[src/tpo_map.svh]
// register offsets, field positions, reset values and timing counts
// of the tank pump-out sequencer; definitions only
`ifndef TPO_MAP_SVH
`define TPO_MAP_SVH

// ----------------------------------------------------------------
// register map (byte addresses, one aligned word each)
// ----------------------------------------------------------------
`define TPO_ADDR_W          4
`define TPO_ADDR_CTRL       4'h0
`define TPO_ADDR_STATUS     4'h4

// ----------------------------------------------------------------
// field positions
// ----------------------------------------------------------------
`define TPO_CTRL_RUN        0
`define TPO_STAT_STATE_LO   0
`define TPO_STAT_LAMP       3
`define TPO_STAT_N2         4
`define TPO_STAT_OUTLET     5
`define TPO_STAT_PUMP       6
`define TPO_STAT_VENT_OK    7
`define TPO_STAT_HOLD_DONE  8

// ----------------------------------------------------------------
// reset values
// ----------------------------------------------------------------
`define TPO_CTRL_RESET      32'h0000_0000

// ----------------------------------------------------------------
// timing
// ----------------------------------------------------------------
`define TPO_MCLK_KHZ        50000
`define TPO_END_HOLD_MS     8000
`define TPO_END_HOLD_CYCLES (`TPO_END_HOLD_MS * `TPO_MCLK_KHZ)

`endif

[src/tpo_pkg.sv]
// types shared by the tank pump-out sequencer files
// assumes nothing of its surroundings
package tpo_pkg;

   // ----------------------------------------------------------------
   // sequencer states
   // ----------------------------------------------------------------
   typedef enum logic [2:0] {
      TPO_IDLE    = 3'b000,
      TPO_RECOVER = 3'b001,
      TPO_VENT    = 3'b010,
      TPO_CHECK   = 3'b011,
      TPO_PRESS   = 3'b100,
      TPO_PUMP    = 3'b101
   } tpo_state_t;

   // ----------------------------------------------------------------
   // actuator group, always switched off together
   // ----------------------------------------------------------------
   typedef struct packed {
      logic nitrogen_supply_valve;
      logic outlet_valve;
      logic liquid_pump;
   } tpo_act_t;

   // ----------------------------------------------------------------
   // tank and source sensor group
   // ----------------------------------------------------------------
   typedef struct packed {
      logic tank_mid_level;
      logic tank_low_level;
      logic source_vacuum_ok;
      logic pressure_alarm_one;
      logic pressure_alarm_two;
      logic pumpout_end_level;
   } tpo_sense_t;

endpackage : tpo_pkg

[src/tpo_hold_timer.sv]
// persistence timer: reports once a condition has held for HOLD cycles
// assumes cond is synchronous to mclk
module tpo_hold_timer #(
   parameter int unsigned HOLD = 400000000
) (
   // clock and reset
   input  wire logic mclk,
   input  wire logic rst_b,
   // condition watched and its verdict
   input  wire logic run,
   input  wire logic cond,
   output logic      done
);

   localparam int W = $clog2(HOLD + 1);

   // refuse a hold the counter cannot represent; HOLD + 1 must not wrap
   if (HOLD < 1 || HOLD > 32'h7fff_ffff) begin : g_bad_hold
      $error("tpo_hold_timer: HOLD must be 1 to 2147483647");
   end

   logic [W-1:0] count;
   logic [W-1:0] next_count;
   logic         next_done;

   // restart whenever the condition drops; saturate once reached
   always_comb begin
      next_count = count;
      next_done  = 1'b0;
      if (!run || !cond) begin
         next_count = '0;
      end else if (count != W'(HOLD)) begin
         next_count = count + W'(1);
      end
      next_done = run && cond && (next_count == W'(HOLD));
   end

   // register only
   always_ff @(posedge mclk) begin
      if (!rst_b) begin
         count <= '0;
         done  <= 1'b0;
      end else begin
         count <= next_count;
         done  <= next_done;
      end
   end

endmodule : tpo_hold_timer

[src/tpo_sequencer.sv]
// tank pump-out sequencer: final vent check, pressurise, pump, end
// assumes synchronous sensor inputs and a one-cycle strobe register port
//
// The strobed register port and the placing of the registers were chosen for this implementation.
`include "tpo_map.svh"

module tpo_sequencer #(
   parameter int unsigned END_HOLD_CYCLES = `TPO_END_HOLD_CYCLES
) (
   // clock and reset
   input  wire logic                        mclk,
   input  wire logic                        rst_b,
   // register port
   input  wire logic [`TPO_ADDR_W-1:0]      reg_addr,
   input  wire logic [31:0]                 reg_wdata,
   input  wire logic                        reg_wr,
   input  wire logic                        reg_rd,
   output logic      [31:0]                 reg_rdata,
   // tank and source sensors
   input  wire tpo_pkg::tpo_sense_t         sense,
   // final vent handshake with the vent sequencer
   input  wire logic                        final_vent_active_in,
   // actuators and lamp
   output tpo_pkg::tpo_act_t                act,
   output logic                             processing_lamp_out,
   // requests to the recovery and cooling logic
   output logic                             recovery_active_out,
   output logic                             extra_cycle_req_out
);

   // ----------------------------------------------------------------
   // checks on parameters
   // ----------------------------------------------------------------
   // a zero or wrapping hold would end pump-out at once
   if (END_HOLD_CYCLES < 1 || END_HOLD_CYCLES > 32'h7fff_ffff) begin : g_bad_hold
      $error("tpo_sequencer: END_HOLD_CYCLES must be 1 to 2147483647");
   end

   // ----------------------------------------------------------------
   // registers
   // ----------------------------------------------------------------
   logic                ctrl_run;
   logic                next_ctrl_run;
   logic [31:0]         next_rdata;
   tpo_pkg::tpo_state_t state;
   tpo_pkg::tpo_state_t next_state;
   tpo_pkg::tpo_act_t   next_act;
   logic                next_lamp;
   logic                vent_ok;
   logic                next_vent_ok;
   logic                next_recovery;
   logic                next_extra;
   logic                hold_done;

   // tank qualifies for pump-out
   function automatic logic qualifies(input tpo_pkg::tpo_sense_t s);
      qualifies = s.tank_mid_level ||
                  (!s.source_vacuum_ok && s.tank_low_level);
   endfunction : qualifies

   // ----------------------------------------------------------------
   // low-level persistence timer
   // ----------------------------------------------------------------
   tpo_hold_timer #(
      .HOLD (END_HOLD_CYCLES)
   ) u_hold (
      .mclk  (mclk),
      .rst_b (rst_b),
      .run   (state == tpo_pkg::TPO_PUMP),
      .cond  (!sense.tank_low_level),
      .done  (hold_done)
   );

   // register port: control write, status read one cycle later
   always_comb begin
      next_ctrl_run = ctrl_run;
      next_rdata    = 32'h0000_0000;
      if (reg_wr && reg_addr == `TPO_ADDR_CTRL) begin
         next_ctrl_run = reg_wdata[`TPO_CTRL_RUN];
      end
      // an automatic stop drops run, so idle holds until software restarts it
      if (state == tpo_pkg::TPO_PUMP && hold_done && !sense.pumpout_end_level &&
          !sense.tank_low_level && !sense.source_vacuum_ok) begin
         next_ctrl_run = 1'b0;
      end
      if (reg_rd) begin
         unique case (reg_addr)
            `TPO_ADDR_CTRL: begin
               next_rdata[`TPO_CTRL_RUN] = ctrl_run;
            end
            `TPO_ADDR_STATUS: begin
               next_rdata[`TPO_STAT_STATE_LO +: 3] = state;
               next_rdata[`TPO_STAT_LAMP]          = processing_lamp_out;
               next_rdata[`TPO_STAT_N2]            = act.nitrogen_supply_valve;
               next_rdata[`TPO_STAT_OUTLET]        = act.outlet_valve;
               next_rdata[`TPO_STAT_PUMP]          = act.liquid_pump;
               next_rdata[`TPO_STAT_VENT_OK]       = vent_ok;
               next_rdata[`TPO_STAT_HOLD_DONE]     = hold_done;
            end
            default: begin
               next_rdata = 32'h0000_0000;                         // unmapped reads zero
            end
         endcase
      end
   end

   always_ff @(posedge mclk) begin
      if (!rst_b) begin
         ctrl_run  <= 1'(`TPO_CTRL_RESET);
         reg_rdata <= 32'h0000_0000;
      end else begin
         ctrl_run  <= next_ctrl_run;
         reg_rdata <= next_rdata;
      end
   end

   // ----------------------------------------------------------------
   // sequencer
   // ----------------------------------------------------------------
   // outputs follow next_state so all actuators change in one edge
   always_comb begin
      next_state   = state;
      next_vent_ok = vent_ok;
      next_extra   = 1'b0;
      unique case (state)
         tpo_pkg::TPO_IDLE: begin
            if (ctrl_run) begin
               next_state = tpo_pkg::TPO_RECOVER;
            end
         end
         tpo_pkg::TPO_RECOVER: begin
            if (final_vent_active_in) begin
               next_state = tpo_pkg::TPO_VENT;
            end
         end
         tpo_pkg::TPO_VENT: begin
            if (!sense.pressure_alarm_two) begin
               next_vent_ok = 1'b1;
               next_state   = tpo_pkg::TPO_CHECK;
            end
         end
         tpo_pkg::TPO_CHECK: begin
            next_vent_ok = 1'b0;
            if (vent_ok && sense.tank_low_level && qualifies(sense)) begin
               next_state = tpo_pkg::TPO_PRESS;
            end else begin
               next_extra = 1'b1;
               next_state = tpo_pkg::TPO_RECOVER;
            end
         end
         tpo_pkg::TPO_PRESS: begin
            if (!sense.pressure_alarm_one) begin
               next_state = tpo_pkg::TPO_PUMP;
            end
         end
         tpo_pkg::TPO_PUMP: begin
            // both the local hold count and the end input must agree
            if (hold_done && !sense.pumpout_end_level) begin
               if (!sense.tank_low_level && !sense.source_vacuum_ok) begin
                  next_state = tpo_pkg::TPO_IDLE;
               end else begin
                  next_state = tpo_pkg::TPO_RECOVER;
               end
            end
         end
         default: begin
            next_state = tpo_pkg::TPO_IDLE;                        // illegal codes recover
         end
      endcase
      // software stop overrides everything, actuators off at once
      if (!ctrl_run) begin
         next_state   = tpo_pkg::TPO_IDLE;
         next_vent_ok = 1'b0;
         next_extra   = 1'b0;
      end
      next_act.nitrogen_supply_valve = (next_state == tpo_pkg::TPO_PRESS) ||
                                       (next_state == tpo_pkg::TPO_PUMP);
      next_act.outlet_valve          = (next_state == tpo_pkg::TPO_PUMP);
      next_act.liquid_pump           = (next_state == tpo_pkg::TPO_PUMP);
      next_lamp                      = (next_state != tpo_pkg::TPO_IDLE);
      next_recovery                  = (next_state == tpo_pkg::TPO_RECOVER);
   end

   always_ff @(posedge mclk) begin
      if (!rst_b) begin
         state               <= tpo_pkg::TPO_IDLE;
         vent_ok             <= 1'b0;
         act                 <= '0;
         processing_lamp_out <= 1'b0;
         recovery_active_out <= 1'b0;
         extra_cycle_req_out <= 1'b0;
      end else begin
         state               <= next_state;
         vent_ok             <= next_vent_ok;
         act                 <= next_act;
         processing_lamp_out <= next_lamp;
         recovery_active_out <= next_recovery;
         extra_cycle_req_out <= next_extra;
      end
   end
endmodule : tpo_sequencer

[config.mk]
export PLATFORM = sky130hd
export DESIGN_NAME = tpo_sequencer
export DESIGN_NICKNAME = d
export VERILOG_FILES = /design/src/tpo_pkg.sv /design/src/tpo_hold_timer.sv /design/src/tpo_sequencer.sv
export VERILOG_INCLUDE_DIRS = /design/src
export SDC_FILE = /design/constraint.sdc
export NUM_CORES = 1
export LEC_CHECK = 0
export BUFFER_PORTS_ARGS = -buffer_cell sky130_fd_sc_hd__buf_2
export CAP_MARGIN = 40
export CORE_ASPECT_RATIO = 0.9
export CORE_MARGIN = 3
export CORE_UTILIZATION = 43
export DETAILED_ROUTE_END_ITERATION = 8
export PLACE_DENSITY = 0.74
export SLEW_MARGIN = 20
export SYNTH_ARGS = -nofsm -noshare
export SYNTH_HDL_FRONTEND = slang
export SYNTH_SLANG_ARGS = --single-unit
export TNS_END_PERCENT = 10
[constraint.sdc]
create_clock -name mclk -period 6.84 [get_ports mclk]
set_clock_uncertainty 0.1 [all_clocks]
set_input_delay 0.342 -clock mclk [delete_from_list [all_inputs] [get_ports mclk]]
set_output_delay 0.342 -clock mclk [all_outputs]
set_load 0.02 [all_outputs]
==> results.md <==
- Status: finished, final reports clean
- Crit-path cells: ha_1 > nand4_1 > nor4_4 > xor2_1 > a31oi_1 > or4_4 > nor4b_2
- IO buf count: 30
- Cells after Synth: 322
- Post-synthesis register bit count: 48
- Post-synthesis xor/xnor area fraction: 9.372%
- Area Overhead vs Synth: 7.802%
- Clock root cell: clkbuf_8
- Synth cell count leaders: dfxtp_1, nor2_1, buf_4
- Minimum clock period: 2802 ps
- Initial antenna violation count: 0
- Hold buffers post-CTS: 0
- Bufs and invs on worst path: 0
- Postcts setup bufs: 0
- Rows: 26
- Compound-Gate Fraction of Synth Area: 7.341%
- Final period util: 40.96%
- Routed Antenna Nets: 0
- Largest family of logic cells by synthesized area: simple AND/OR/NAND/NOR gates
- Via count: 2162
- Fraction of registers with async set/reset: 0%
- Syn_area_per_cell: 8.416 µm²
- WL/cell: 12.73 µm
- Post-route core utilization: 49.62%
- Worst Hold Class: in -> reg
- Synth top area cells: dfxtp_1, buf_4, xnor2_1, nor2_1, xor2_1
- Post-DP HPWL: 4087 µm
- Critical Path Slowest Stage Cell: nor4_4
- WHS: 194.6 ps
- Vias/cell: 5.051
- Clock Sinks: 48
- Post-Synth Adder-Cell Area: 0.9234%
- Max-slew headroom: 55.53%
- Mapped cell area: 2710 µm²
- Worst Setup Path Type: reg -> reg
- Post-Layout Cell Count: 428
- Unique masters post-synth: 50
- Max stage delay on crit path: 590 ps
- WL final: 5448 µm
- Endpoints failing hold: 0
- H-tree Lvls: 2
- VDD IR max: 0.07499 mV
- # DRC: 0
- Area after DPL: 2806 µm²
- IO Pins: 85
- Top cell family by delay on the critical path: simple AND/OR/NAND/NOR gates
- Yosys top cell by area: dfxtp_1
- Placed Cells: 420
- Ratio of cells with drive above 1 in the final layout: 14.24%
- Power per cell area: 174.2 nW/µm²
- Starting density of the core: 46.03%
- Worst setup SP type: flip-flop
- Setup TNS: 0 ps
- Largest net degree at the start of global routing: 19
- Share of the synthesized area in the top cell type: 35.46%
- Worst EP arrival: 2920 ps
- Syn. warnings: 0
- Most common cell in the netlist: dfxtp_1
- Net count, final: 392
- CTS tree: done
- Critical path endpoint category: flip-flop
- Die W: 89.68 µm
- Top_reg_cell synth: dfxtp_1
- CP Max Fanout: 7
- Die area: 7292 µm²
- LEAKAGE: 1.045 nW
- Resized Gates After CTS: 0
- Post-synthesis sequential area ratio: 35.46%
- RSZ-0062 raised after global routing: false
- EDFF count, synth: 0
- Worst slack, placed: 4048 ps
- Global Route Usage Sum: 15.30%
- Final Power: 0.5091 mW
- Final setup vio count: 0
- CTS Buf Count: 5
- Worst-margin pin slew: 661.0 ps
- DRC marker count from the first detailed-route iteration: 150
- Final Max Slew Viols: 0
- Clk buf depth: 2
- WP data required: 6950 ps
- Fin worst setup slack: 4038 ps
- Post-synthesis mux area share: 2.216%
- Die height: 81.32 µm
- Max frequency: 356.9 MHz
- Clk pin slew, worst setup/hold paths: 90 ps
- Grt ovf: 0
- Area share of and/or/nand/nor cells after synthesis: 33.56%
- Final Cell Area: 2922 µm²
- Skew-Pair Late Insertion Delay: 310 ps
- CORE AREA: 5888 µm²
- Max_cap viols: 0
- Global-route wire length before repair: 8928 µm
- Vias in the first global route: 2029
- Initial DRT Pass Iterations: 4
- Placer's final routability congestion estimate: 0.8558
- Antenna diodes: 0
[worst min-delay path, delay by kind of cell]
| family | cells | cell delay (ps) |
|---|---|---|
| simple gates | 2 | 130 |
| buf+inv | 1 | 90 |
[placed cells by master, fill, tap and decap left out, types with 11 or more instances in the layout]
| cell | Yosys | final |
|---|---|---|
| and2_1 | 12 | 12 |
| buf_2 | 7 | 30 |
| conb_1 | 1 | 23 |
| dfxtp_1 | 48 | 48 |
| inv_1 | 11 | 11 |
| nand2_1 | 18 | 18 |
| nand3_1 | 14 | 14 |
| nand4_1 | 11 | 11 |
| nor2_1 | 36 | 36 |
| xnor2_1 | 18 | 18 |
| xor2_1 | 11 | 11 |
[final timing paths]
kind	start	end	slack, ps	depth (start not counted)
worst max register to register	u_hold.count[1]	u_hold.done	4040	7
worst max-delay path	u_hold.count[1]	u_hold.done	4040	7
worst min-delay path	reg_rd	reg_rdata[0]	190	3
worst min register to register	act[2]	reg_rdata[4]	360	1
[power by group]
part / internal (mW) / switching (mW) / leakage (nW)
Clock: 0.110 / 0.0998 / 0.0548
Combinational: 0.00436 / 0.0151 / 0.604
Sequential: 0.279 / 0.000259 / 0.386
Total: 0.394 / 0.115 / 1.05
[registers in the layout, indices dropped and copies added (netlist names)]
signal / cells
reg_rdata: 8
u_hold.done: 1
u_hold.count: 29
vent_ok: 1
recovery_active_out: 1
act: 2
extra_cycle_req_out: 1
processing_lamp_out: 1
ctrl_run: 1
state: 3
[cell type report]
type,count,area [µm²]
clock buffer,5,68.82
inverter,11,41.29
tap,84,105.1
multi-input combinational,246,1534
timing repair buffer,31,165.2
clock inverter,3,46.29
sequential,48,960.9
fill,574,2967
[logic make-up (layout without fill, tap and decap cells)]
logic type | count (synthesis) | count (layout)
adders and majority gates | 2 | 2
buffers and inverters | 50 | 50
other | 1 | 23
muxes | 6 | 6
and+or+nand+nor | 156 | 156
xor gates and xnor gates | 29 | 29
AOI/OAI and AO/OA | 30 | 30
DFF | 48 | 48
[routing by layer]
layer	part of all wire [%]	GRT usage [%]	up-vias
li1	-	-	1104
met1	48	20.69	998
met2	45	24.78	55
met3	5.8	3.550	5
met4	0.62	3.274	0
met5	0	0	-
Note: power is estimated with default switching activity, not from simulation.
